**src/pkg/eitl_pkg.sv**
```systemverilog
// Purpose: Shared constants and types for the interrupt and trap block
// Assumes: 25 MHz high-frequency clock, byte-wide stack memory
// Notes:   Register word index times four gives the Wishbone byte address
package eitl_pkg;

	// Register word indices
	localparam logic [7:0] EITL_IDX_EXT_CTRL = 8'h37;
	localparam logic [7:0] EITL_IDX_IRQ_EN   = 8'h38;
	localparam logic [7:0] EITL_IDX_LATCH    = 8'h39;
	localparam logic [7:0] EITL_IDX_TRAP     = 8'h3A;
	localparam logic [7:0] EITL_IDX_SP       = 8'h3B;

	// External interrupt control field positions
	localparam int EITL_B_NOISE1 = 7;
	localparam int EITL_B_PINFN0 = 6;
	localparam int EITL_B_EDGE3  = 3;
	localparam int EITL_B_EDGE2  = 2;
	localparam int EITL_B_EDGE1  = 1;
	localparam logic [7:0] EITL_EXT_CTRL_MASK = 8'hCE;
	localparam logic [7:0] EITL_EXT_CTRL_RST  = 8'h00;

	// Enable register: bit 0 master, bits 5..1 lines 0,1,2,3,5
	localparam int EITL_B_MASTER = 0;
	localparam logic [5:0] EITL_IRQ_EN_RST = 6'h00;

	// Status word bit holding the master enable
	localparam int EITL_STAT_MASTER = 0;

	// Filter thresholds in samples (fc periods, or fs ticks when slow)
	localparam logic [7:0] EITL_FLT_L05   = 8'h04;
	localparam logic [7:0] EITL_FLT_L1_LO = 8'h60;
	localparam logic [7:0] EITL_FLT_L1_HI = 8'h18;
	localparam logic [7:0] EITL_FLT_L23   = 8'h0C;
	localparam logic [7:0] EITL_FLT_SLOW  = 8'h02;

	// Acceptance and return timing in cycles
	localparam logic [2:0] EITL_ACC_LAST = 3'h7;
	localparam logic [2:0] EITL_RET_LAST = 3'h4;

	// Fetch value that decodes as the soft trap opcode
	localparam logic [7:0] EITL_SOFT_TRAP_CODE = 8'hFF;

	// Fetch address areas that trap
	localparam logic [15:0] EITL_REGS_LO = 16'h0000;
	localparam logic [15:0] EITL_REGS_HI = 16'h003F;
	localparam logic [15:0] EITL_BUFA_LO = 16'h0F80;
	localparam logic [15:0] EITL_BUFA_HI = 16'h0FFF;

	// Accepted source codes
	typedef enum logic [3:0] {
		EITL_SRC_NONE  = 4'h0,
		EITL_SRC_SOFT  = 4'h1,
		EITL_SRC_UNDEF = 4'h2,
		EITL_SRC_TRAP  = 4'h3,
		EITL_SRC_L0    = 4'h4,
		EITL_SRC_L1    = 4'h5,
		EITL_SRC_L2    = 4'h6,
		EITL_SRC_L3    = 4'h7,
		EITL_SRC_L5    = 4'h8
	} eitl_src_e;

	// Saved machine context
	typedef struct packed {
		logic [7:0]  stat;
		logic [15:0] pc;
	} eitl_frame_s;

	// Sequencer states
	typedef enum logic [1:0] {
		EITL_ST_IDLE   = 2'b00,
		EITL_ST_ACCEPT = 2'b01,
		EITL_ST_RETURN = 2'b11
	} eitl_state_e;

endpackage : eitl_pkg

```
**src/rtl/eitl_noise_filter.sv**
```systemverilog
// Purpose: Digital noise filter for one external interrupt line
// Assumes: Input already synchronised to clk
// Notes:   Output flips after thresh stable samples of the new level
`timescale 1ns/10ps
module eitl_noise_filter
	import eitl_pkg::*;
#(
	parameter int CW = 8
) (
	// Clock and reset
	input  wire logic          clk,
	input  wire logic          resetn,
	// Sample control
	input  wire logic          sample_en,
	input  wire logic [CW-1:0] thresh,
	// Line
	input  wire logic          line_in,
	output logic               line_out
);

	logic [CW-1:0] cnt_reg;

	// Count stable samples of the opposite level
	always_ff @(posedge clk or negedge resetn) begin
		if (!resetn) begin
			cnt_reg  <= '0;
			line_out <= 1'b1;
		end else if (line_in == line_out) begin
			cnt_reg <= '0;
		end else if (sample_en) begin
			if (cnt_reg + 1'b1 >= thresh) begin
				line_out <= line_in;
				cnt_reg  <= '0;
			end else begin
				cnt_reg <= cnt_reg + 1'b1;
			end
		end
	end

endmodule : eitl_noise_filter

```
**src/rtl/eitl_stack_mem.sv**
```systemverilog
// Purpose: Byte-wide stack memory for saved context
// Assumes: One access per cycle, write has priority
// Notes:   Read data is registered, one cycle after the address
`timescale 1ns/10ps
module eitl_stack_mem #(
	parameter int AW = 8
) (
	// Clock
	input  wire logic          clk,
	// Access
	input  wire logic          we,
	input  wire logic [AW-1:0] addr,
	input  wire logic [7:0]    wdata,
	output logic [7:0]         rdata
);

	logic [7:0] mem [0:(1<<AW)-1];

	// Single port, registered read
	always_ff @(posedge clk) begin
		if (we) begin
			mem[addr] <= wdata;
		end
		rdata <= mem[addr];
	end

endmodule : eitl_stack_mem

```
**src/rtl/eitl_ext_irq.sv**
```systemverilog
// Purpose: External interrupt lines, trap detection, accept and return
// Assumes: Core pulses are one cycle, on clk; pins are asynchronous
// Notes:   Wishbone classic slave, one wait state per access
//
// Contract
// - Return restores PC, status, master enable; SP+3
// - Saved PC low at SP+1, high at SP+2
// - Pending requests sampled in instruction last cycle
// - Soft trap opcode starts processing, top priority
// - Missing-memory fetch returns FFH in single chip
// - Fetch from RAM, buffer, register area traps
// - Trap gives reset or interrupt per selection
// - Undefined opcode interrupts at once, even NMI
// - Address trap accepted at once, even NMI
// - Five external lines, each noise filtered
// - Line zero pin is port after reset
// - Line zero falling edge, gated by pin function
// - Lines one to three edge selectable
// - Lines zero, five: reject 2, accept 7
// - Line one filter 63/193 or 15/49
// - Lines two, three: reject 7, accept 25
// - Slow modes: reject 1 fs, accept 3.5 fs
// - Clean edge latched within settle plus 6 fs
// - Noise select change active within 26 fc
// - Output changes on shared pin may fake requests
// - Accept takes 8 cycles, clears master and latch
//
// The Wishbone register port was left to the implementer.
`timescale 1ns/10ps
module eitl_ext_irq
	import eitl_pkg::*;
#(
	parameter logic [15:0] RAM_LO = 16'h0040,
	parameter logic [15:0] RAM_HI = 16'h083F
) (
	// Clock and reset
	input  wire logic         clk,
	input  wire logic         resetn,
	// Wishbone slave
	input  wire logic         cyc_i,
	input  wire logic         stb_i,
	input  wire logic         we_i,
	input  wire logic [31:0]  adr_i,
	input  wire logic [3:0]   sel_i,
	input  wire logic [31:0]  dat_i,
	output logic [31:0]       dat_o,
	output logic              ack_o,
	// External pins, asynchronous
	input  wire logic [4:0]   ext_lines,
	// Low-frequency mode and tick
	input  wire logic         slow_mode,
	input  wire logic         fs_tick,
	// Core sequencing
	input  wire logic         core_last_cycle,
	input  wire logic         core_soft_trap,
	input  wire logic         core_undef_op,
	input  wire logic         core_return,
	input  wire logic         core_fetch,
	input  wire logic [15:0]  core_fetch_addr,
	input  wire logic         core_fetch_missing,
	input  wire logic         single_chip,
	input  wire eitl_frame_s  core_ctx,
	// Core answers
	output logic              fetch_force,
	output logic [7:0]        fetch_force_data,
	output logic              vector_valid,
	output logic [3:0]        vector_src,
	output logic              return_done,
	output eitl_frame_s       return_ctx,
	output logic              trap_reset,
	output logic              shared_port_bit
);

	// Registers
	logic [7:0]  ext_ctrl_reg;
	logic [5:0]  irq_en_reg;
	logic [4:0]  latch_reg;
	logic        trap_sel_reg;
	logic [7:0]  sp_reg;
	eitl_state_e state_reg;
	logic [2:0]  step_reg;
	eitl_src_e   src_reg;
	eitl_frame_s ctx_reg;
	logic [4:0]  sync1_reg;
	logic [4:0]  sync2_reg;
	logic [4:0]  filt_prev_reg;

	// Wires
	logic [4:0]  filt;
	logic [4:0]  edge_hit;
	logic [7:0]  th [0:4];
	logic        smp_en;
	logic        wb_go;
	logic [7:0]  idx;
	logic        trap_area;
	logic        trap_hit;
	logic [4:0]  pend;
	eitl_src_e   pick_next;
	logic        acc_start;
	logic        mem_we;
	logic [7:0]  mem_addr;
	logic [7:0]  mem_wdata;
	logic [7:0]  mem_rdata;
	logic [4:0]  clr_sw;
	logic [4:0]  clr_hw;

	assign wb_go = cyc_i && stb_i && !ack_o;
	assign idx   = adr_i[9:2];

	// Two-flop pin synchronisers
	always_ff @(posedge clk or negedge resetn) begin
		if (!resetn) begin
			sync1_reg <= 5'h1F;
			sync2_reg <= 5'h1F;
		end else begin
			sync1_reg <= ext_lines;
			sync2_reg <= sync1_reg;
		end
	end

	// Port read of the shared pin, active from reset
	always_ff @(posedge clk or negedge resetn) begin
		if (!resetn) begin
			shared_port_bit <= 1'b1;
		end else begin
			shared_port_bit <= sync2_reg[0];
		end
	end

	// Filter thresholds; slow mode counts fs ticks
	assign smp_en = slow_mode ? fs_tick : 1'b1;
	always_comb begin
		th[0] = EITL_FLT_L05;
		th[4] = EITL_FLT_L05;
		th[1] = ext_ctrl_reg[EITL_B_NOISE1] ? EITL_FLT_L1_HI
			: EITL_FLT_L1_LO;
		th[2] = EITL_FLT_L23;
		th[3] = EITL_FLT_L23;
		if (slow_mode) begin
			for (int i = 0; i < 5; i++) begin
				th[i] = EITL_FLT_SLOW;
			end
		end
	end

	// One filter per external line
	for (genvar g = 0; g < 5; g++) begin : g_flt
		eitl_noise_filter #(
			.CW (8)
		) u_flt (
			.clk       (clk),
			.resetn    (resetn),
			.sample_en (smp_en),
			.thresh    (th[g]),
			.line_in   (sync2_reg[g]),
			.line_out  (filt[g])
		);
	end

	// Previous filtered level for edge detection
	always_ff @(posedge clk or negedge resetn) begin
		if (!resetn) begin
			filt_prev_reg <= 5'h1F;
		end else begin
			filt_prev_reg <= filt;
		end
	end

	// Edge detection per line
	always_comb begin
		edge_hit[0] = filt_prev_reg[0] && !filt[0]
			&& ext_ctrl_reg[EITL_B_PINFN0];
		edge_hit[1] = ext_ctrl_reg[EITL_B_EDGE1]
			? (filt_prev_reg[1] && !filt[1])
			: (!filt_prev_reg[1] && filt[1]);
		edge_hit[2] = ext_ctrl_reg[EITL_B_EDGE2]
			? (filt_prev_reg[2] && !filt[2])
			: (!filt_prev_reg[2] && filt[2]);
		edge_hit[3] = ext_ctrl_reg[EITL_B_EDGE3]
			? (filt_prev_reg[3] && !filt[3])
			: (!filt_prev_reg[3] && filt[3]);
		edge_hit[4] = filt_prev_reg[4] && !filt[4];
	end

	// Trap areas of the fetch address
	assign trap_area =
		(core_fetch_addr <= EITL_REGS_HI)
		|| (core_fetch_addr >= RAM_LO && core_fetch_addr <= RAM_HI)
		|| (core_fetch_addr >= EITL_BUFA_LO
			&& core_fetch_addr <= EITL_BUFA_HI);
	assign trap_hit = core_fetch && trap_area;

	// Pending maskable lines and source choice
	assign pend = latch_reg & irq_en_reg[5:1];
	always_comb begin
		pick_next = EITL_SRC_NONE;
		if (core_soft_trap) begin
			pick_next = EITL_SRC_SOFT;
		end else if (core_undef_op) begin
			pick_next = EITL_SRC_UNDEF;
		end else if (trap_hit && !trap_sel_reg) begin
			pick_next = EITL_SRC_TRAP;
		end else if (core_last_cycle
			&& irq_en_reg[EITL_B_MASTER]) begin
			if (pend[0]) begin
				pick_next = EITL_SRC_L0;
			end else if (pend[1]) begin
				pick_next = EITL_SRC_L1;
			end else if (pend[2]) begin
				pick_next = EITL_SRC_L2;
			end else if (pend[3]) begin
				pick_next = EITL_SRC_L3;
			end else if (pend[4]) begin
				pick_next = EITL_SRC_L5;
			end
		end
	end
	assign acc_start = (pick_next != EITL_SRC_NONE)
		&& (state_reg == EITL_ST_IDLE
			|| pick_next == EITL_SRC_UNDEF
			|| pick_next == EITL_SRC_TRAP);

	// Latch clear by software write of zero and by acceptance
	always_comb begin
		clr_sw = '0;
		clr_hw = '0;
		if (wb_go && we_i && sel_i[0] && idx == EITL_IDX_LATCH) begin
			clr_sw = ~dat_i[4:0];
		end
		if (state_reg == EITL_ST_ACCEPT && step_reg == 3'h0) begin
			case (src_reg)
				EITL_SRC_L0: clr_hw = 5'h01;
				EITL_SRC_L1: clr_hw = 5'h02;
				EITL_SRC_L2: clr_hw = 5'h04;
				EITL_SRC_L3: clr_hw = 5'h08;
				EITL_SRC_L5: clr_hw = 5'h10;
				default:     clr_hw = 5'h00;
			endcase
		end
	end

	// Interrupt latches; a new edge wins over a clear
	always_ff @(posedge clk or negedge resetn) begin
		if (!resetn) begin
			latch_reg <= '0;
		end else begin
			latch_reg <= (latch_reg & ~(clr_sw | clr_hw))
				| edge_hit;
		end
	end

	// Control register and trap selection
	always_ff @(posedge clk or negedge resetn) begin
		if (!resetn) begin
			ext_ctrl_reg <= EITL_EXT_CTRL_RST;
			trap_sel_reg <= 1'b0;
		end else if (wb_go && we_i && sel_i[0]) begin
			if (idx == EITL_IDX_EXT_CTRL) begin
				ext_ctrl_reg <= dat_i[7:0]
					& EITL_EXT_CTRL_MASK;
			end
			if (idx == EITL_IDX_TRAP) begin
				trap_sel_reg <= dat_i[0];
			end
		end
	end

	// Enable flags; hardware acceptance and return override writes
	always_ff @(posedge clk or negedge resetn) begin
		if (!resetn) begin
			irq_en_reg <= EITL_IRQ_EN_RST;
		end else begin
			if (wb_go && we_i && sel_i[0]
				&& idx == EITL_IDX_IRQ_EN) begin
				irq_en_reg <= dat_i[5:0];
			end
			if (state_reg == EITL_ST_ACCEPT && step_reg == 3'h0) begin
				irq_en_reg[EITL_B_MASTER] <= 1'b0;
			end
			if (state_reg == EITL_ST_RETURN
				&& step_reg == EITL_RET_LAST) begin
				irq_en_reg[EITL_B_MASTER] <=
					ctx_reg.stat[EITL_STAT_MASTER];
			end
		end
	end

	// Sequencer for acceptance and return
	always_ff @(posedge clk or negedge resetn) begin
		if (!resetn) begin
			state_reg <= EITL_ST_IDLE;
			step_reg  <= '0;
			src_reg   <= EITL_SRC_NONE;
		end else begin
			case (state_reg)
				EITL_ST_IDLE: begin
					step_reg <= '0;
					if (acc_start) begin
						state_reg <= EITL_ST_ACCEPT;
						src_reg   <= pick_next;
					end else if (core_return) begin
						state_reg <= EITL_ST_RETURN;
					end
				end
				EITL_ST_ACCEPT: begin
					if (acc_start && (pick_next == EITL_SRC_UNDEF
						|| pick_next == EITL_SRC_TRAP)) begin
						src_reg  <= pick_next;
						step_reg <= '0;
					end else if (step_reg == EITL_ACC_LAST) begin
						state_reg <= EITL_ST_IDLE;
					end else begin
						step_reg <= step_reg + 3'h1;
					end
				end
				EITL_ST_RETURN: begin
					if (step_reg == EITL_RET_LAST) begin
						state_reg <= EITL_ST_IDLE;
					end else begin
						step_reg <= step_reg + 3'h1;
					end
				end
				default: begin
					state_reg <= EITL_ST_IDLE;
				end
			endcase
		end
	end

	// Context capture on acceptance, restore from stack on return
	always_ff @(posedge clk or negedge resetn) begin
		if (!resetn) begin
			ctx_reg <= '0;
		end else if (state_reg == EITL_ST_IDLE && acc_start) begin
			ctx_reg     <= core_ctx;
			ctx_reg.stat[EITL_STAT_MASTER] <=
				irq_en_reg[EITL_B_MASTER];
		end else if (state_reg == EITL_ST_RETURN) begin
			case (step_reg)
				3'h1: ctx_reg.pc[7:0]  <= mem_rdata;
				3'h2: ctx_reg.pc[15:8] <= mem_rdata;
				3'h3: ctx_reg.stat     <= mem_rdata;
				default: ctx_reg <= ctx_reg;
			endcase
		end
	end

	// Stack port: push status, high, low; pop low, high, status
	always_comb begin
		mem_we    = 1'b0;
		mem_addr  = sp_reg;
		mem_wdata = ctx_reg.stat;
		if (state_reg == EITL_ST_ACCEPT) begin
			case (step_reg)
				3'h1: begin
					mem_we = 1'b1;
				end
				3'h2: begin
					mem_we    = 1'b1;
					mem_addr  = sp_reg - 8'h01;
					mem_wdata = ctx_reg.pc[15:8];
				end
				3'h3: begin
					mem_we    = 1'b1;
					mem_addr  = sp_reg - 8'h02;
					mem_wdata = ctx_reg.pc[7:0];
				end
				default: mem_we = 1'b0;
			endcase
		end else if (state_reg == EITL_ST_RETURN) begin
			mem_addr = sp_reg + {5'h00, step_reg} + 8'h01;
		end
	end

	eitl_stack_mem #(
		.AW (8)
	) u_stack (
		.clk   (clk),
		.we    (mem_we),
		.addr  (mem_addr),
		.wdata (mem_wdata),
		.rdata (mem_rdata)
	);

	// Stack pointer: down three on push, up three on return
	always_ff @(posedge clk or negedge resetn) begin
		if (!resetn) begin
			sp_reg <= '0;
		end else if (state_reg == EITL_ST_ACCEPT
			&& step_reg == 3'h3) begin
			sp_reg <= sp_reg - 8'h03;
		end else if (state_reg == EITL_ST_RETURN
			&& step_reg == EITL_RET_LAST) begin
			sp_reg <= sp_reg + 8'h03;
		end else if (wb_go && we_i && sel_i[0]
			&& idx == EITL_IDX_SP && state_reg == EITL_ST_IDLE) begin
			sp_reg <= dat_i[7:0];
		end
	end

	// Core answer pulses
	always_ff @(posedge clk or negedge resetn) begin
		if (!resetn) begin
			vector_valid <= 1'b0;
			vector_src   <= '0;
			return_done  <= 1'b0;
			return_ctx   <= '0;
			trap_reset   <= 1'b0;
		end else begin
			vector_valid <= state_reg == EITL_ST_ACCEPT
				&& step_reg == EITL_ACC_LAST;
			vector_src   <= src_reg;
			return_done  <= state_reg == EITL_ST_RETURN
				&& step_reg == EITL_RET_LAST;
			return_ctx   <= ctx_reg;
			trap_reset   <= trap_hit && trap_sel_reg;
		end
	end

	// Forced fetch data for missing memory
	always_ff @(posedge clk or negedge resetn) begin
		if (!resetn) begin
			fetch_force      <= 1'b0;
			fetch_force_data <= '0;
		end else begin
			fetch_force      <= core_fetch && core_fetch_missing
				&& single_chip;
			fetch_force_data <= EITL_SOFT_TRAP_CODE;
		end
	end

	// Wishbone answer one cycle after the request
	always_ff @(posedge clk or negedge resetn) begin
		if (!resetn) begin
			ack_o <= 1'b0;
			dat_o <= '0;
		end else begin
			ack_o <= wb_go;
			dat_o <= '0;
			if (wb_go && !we_i) begin
				case (idx)
					EITL_IDX_EXT_CTRL: dat_o[7:0] <= ext_ctrl_reg;
					EITL_IDX_IRQ_EN:   dat_o[5:0] <= irq_en_reg;
					EITL_IDX_LATCH:    dat_o[4:0] <= latch_reg;
					EITL_IDX_TRAP: begin
						dat_o[0]   <= trap_sel_reg;
						dat_o[7:4] <= src_reg;
					end
					EITL_IDX_SP:       dat_o[7:0] <= sp_reg;
					default:           dat_o <= '0;
				endcase
			end
		end
	end

endmodule : eitl_ext_irq

```
**config.mk**
```make
export PLATFORM = sky130hd
export DESIGN_NAME = eitl_ext_irq
export DESIGN_NICKNAME = d
export VERILOG_FILES = /design/src/pkg/eitl_pkg.sv /design/src/rtl/eitl_noise_filter.sv /design/src/rtl/eitl_stack_mem.sv /design/src/rtl/eitl_ext_irq.sv
export SDC_FILE = /design/constraint.sdc
export NUM_CORES = 2
export LEC_CHECK = 0
export ABC_AREA = 1
export BUFFER_PORTS_ARGS = -buffer_cell sky130_fd_sc_hd__buf_2
export CELL_PAD_IN_SITES_DETAIL_PLACEMENT = 1
export CELL_PAD_IN_SITES_GLOBAL_PLACEMENT = 1
export CORE_ASPECT_RATIO = 0.5
export CORE_MARGIN = 1.5
export CORE_UTILIZATION = 50
export DETAILED_ROUTE_END_ITERATION = 10
export GPL_ROUTABILITY_DRIVEN = 0
export PLACE_DENSITY_LB_ADDON = 0.1
export SYNTH_ARGS = -nofsm -noshare
export SYNTH_HDL_FRONTEND = slang
export SYNTH_SLANG_ARGS = --single-unit
```
**constraint.sdc**
```tcl
create_clock -name clk -period 7.6 [get_ports clk]
set_clock_uncertainty 0.05 [all_clocks]
set_input_delay 2.28 -clock clk [delete_from_list [all_inputs] [get_ports clk]]
set_output_delay 2.28 -clock clk [all_outputs]
set_load 0.02 [all_outputs]
```
==> summary.txt <==
Clock tree
  – Setup bufs post-CTS: 0
  – Clk buf depth: 4
  – Max H-tree Level: 4
  – Skew-Pair Late Insertion Delay: 870 ps
  – CTS Hold Bufs: 0
  – Clock root cell: clkbuf_16
  – Clk sinks: 2217
  – Clk slew on worst S/H paths: 70 ps
  – CTS tree: built
  – Post-CTS resize count: 0
  – Num CTS Buffers: 201

Critical path
  – R2R Setup Slk: 1940 ps
  – Crit end category: flop
  – Register-to-Register Path Depth: 16
  – Worst r2r src: sp_reg[0]
  – Crit path launch type: flop
  – Worst EP arrival: 6400 ps
  – R2R Path End: u_stack.rdata[5]
  – Worst EP required: 8340 ps
  – CP Class: reg2reg
  – Worst Path Max Fanout: 36

STA
  – Setup Viol. Count Final: 0
  – Period utilization: 74.5%
  – Fin Setup TNS: 0 ps
  – Slew HR: 7.79%
  – Worst slew pin tran: 1370 ps
  – Fmax: 177 MHz
  – Final Hold Vio Count: 0
  – RSZ-0062 raised after global routing: false
  – Max Slew Vio Count: 0
  – Min Tclk post-route: 5660 ps

Drt
  – Detailed Routing Iterations Pass 1: 6
  – Final wirelength: 296000 um
  – DR DRC count: 0
  – Routed WL per cell: 24.8 um
  – Via count: 68191
  – Avg Vias per Cell: 5.70
  – Starting DRT DRC Count: 7428
  – Post-route ant nets: 0

Min path
  – Worst hold path type: reg2reg
  – Beginning of the worst hold path: sync1_reg[2]
  – Worst hold endpoint: sync2_reg[2]
  – Hold path cells: 0

Synth
  – Synth cell types: 54
  – Syn_area_per_cell: 10.1 um^2
  – Yosys warns: 0
  – Post-synthesis sequential area ratio: 69.4%
  – Main flop type after synthesis: edfxtp_1
  – Post-synth EDFFs: 2048
  – Count of state elements after synthesis: 2217
  – Post-Syn Instances: 9370
  – Post-synth ARST share: 7.26%
  – Mapped Area: 0.0947 mm^2

Global route
  – Global route overflow: 0
  – Global-route wire length before repair: 440000 um
  – Largest net degree at the start of global routing: 198
  – Gr usage total: 30.6%
  – Initial antenna violation count: 17
  – Vias in the first global route: 69328

Status
  – Status: finished clean

Floorplanning
  – Io pins: 201
  – Core area: 0.187 mm^2
  – Die area: 0.192 mm^2
  – Die Ht: 311 um
  – Row count: 112
  – Starting density of the core: 50.5%
  – Chip width: 618 um

Finish
  – Layout cells sized above 1: 6.21%
  – Final instance area: 0.104 mm^2
  – Area grow syn2layout: 9.55%
  – Finished Core Util: 55.4%
  – Max FFs per register: 2048
  – FILL cells: 20242
  – Layout Nets: 9476

Place
  – Post-DP HPWL: 173000 um
  – Buffers added on ports: 118
  – Dpl cell area: 0.0975 mm^2

Flow run
  – Max cap viols: 0
-- worst max path at each step --
stage,from,end,slack (ps),cells past startpoint
6_report,sp_reg[0],u_stack.rdata[5],1940,16
5_1_grt,sp_reg[0],u_stack.mem[176][3],1800,11
4_1_cts,sp_reg[0],u_stack.mem[96][4],2120,11
3_5_place_dp,step_reg[1],u_stack.rdata[2],2150,21
3_3_place_gp,core_fetch_addr[13],ctx_reg[12],2230,15
2_1_floorplan,step_reg[0],u_stack.mem[0][0],1630,7
-- metrics by stage --
| step | hold slack (ps) | setup slack (ps) | instances |
|---|---|---|---|
| after floorplan | 295 | 1630 | 9393 |
| after global placement | 297 | 2230 | 11617 |
| after detailed placement | 300 | 2150 | 11617 |
| after CTS | 312 | 2120 | 11970 |
| after global routing | 314 | 1800 | 11970 |
| final | 309 | 1940 | 11972 |
-- synthesized netlist by cell type, drive strengths merged (3+ instances only) --
| library cell | instances | area (um^2) |
|---|---|---|
| xor2 | 14 | 123 |
| edfxtp | 2048 | 61500 |
| o22ai | 7 | 43.8 |
| nand4 | 16 | 100 |
| dfxtp | 8 | 160 |
| nand3 | 463 | 2320 |
| a31oi | 17 | 106 |
| ha | 36 | 450 |
| mux2i | 4 | 40.0 |
| nor4 | 4 | 25.0 |
| inv | 162 | 611 |
| nor2 | 491 | 1850 |
| dfrtp | 140 | 3500 |
| clkbuf | 267 | 1000 |
| xnor2 | 5 | 43.8 |
| a32o | 5 | 50.1 |
| o211ai | 24 | 180 |
| nand2 | 5112 | 19200 |
| o221ai | 6 | 52.6 |
| o31ai | 3 | 22.5 |
| o21ai | 177 | 886 |
| a21oi | 44 | 224 |
| nor3 | 21 | 120 |
| buf | 245 | 1270 |
| a221oi | 4 | 35.0 |
| dfstp | 21 | 552 |
-- layout by cell type (no fill, tap or decap), drive strengths merged, types with 44 or more instances in the layout --
cell type     n
clkbuf      251
inv         163
nor2        491
dfrtp       140
nand3       463
edfxtp     2048
nand2      5112
buf         228
o21ai       177
clkinv       82
a21oi        44
-- kinds of logic after synthesis --
| group | synth area share, % |
|---|---|
| AOI/OAI and AO/OA | 1.82 |
| DFF | 69.4 |
| muxes | 0.0661 |
| buffers and inverters | 3.05 |
| xor gates and xnor gates | 0.176 |
| adders and majority gates | 0.497 |
| other | 0.00793 |
| and+or+nand+nor | 25.0 |
-- worst max-delay path, stage by stage, from the launching register on --
cell and delay (ps):
dfrtp_1 590, inv_1 250, ha_1 280, fa_1 410, xor2_1 180, nand2_1 60
o21ai_0 120, a21oi_1 170, nor2_4 490, buf_4 560, buf_4 640, nand2_1 130
nand2_1 190, o21ai_0 240, a21oi_1 930, nor2_1 110, nand3_1 110
-- layer usage --
layer	up-vias	global-route usage, %	share of wire [%]
met2	2547	48.1	45
met4	8	7.24	2.4
li1	30623	-	-
met5	-	0	0.019
met1	34610	45.1	44
met3	403	4.70	8.3
-- layout make-up --
class                           count  area (um^2)  share of cell area, %
Sequential cell                  2217        65700                   63.4
Multi-Input combinational cell   6500        26400                   25.4
Clock buffer                      251         5380                   5.19
Tap cell                         2508         3140                   3.03
Timing Repair Buffer              228         1640                   1.58
Clock inverter                    102          828                  0.799
Inverter                          164          647                  0.624
Antenna cell                        2         5.00                0.00483
Power is not shown: default switching activity piles up to over one toggle a cycle in this logic, so the estimate is an artifact.
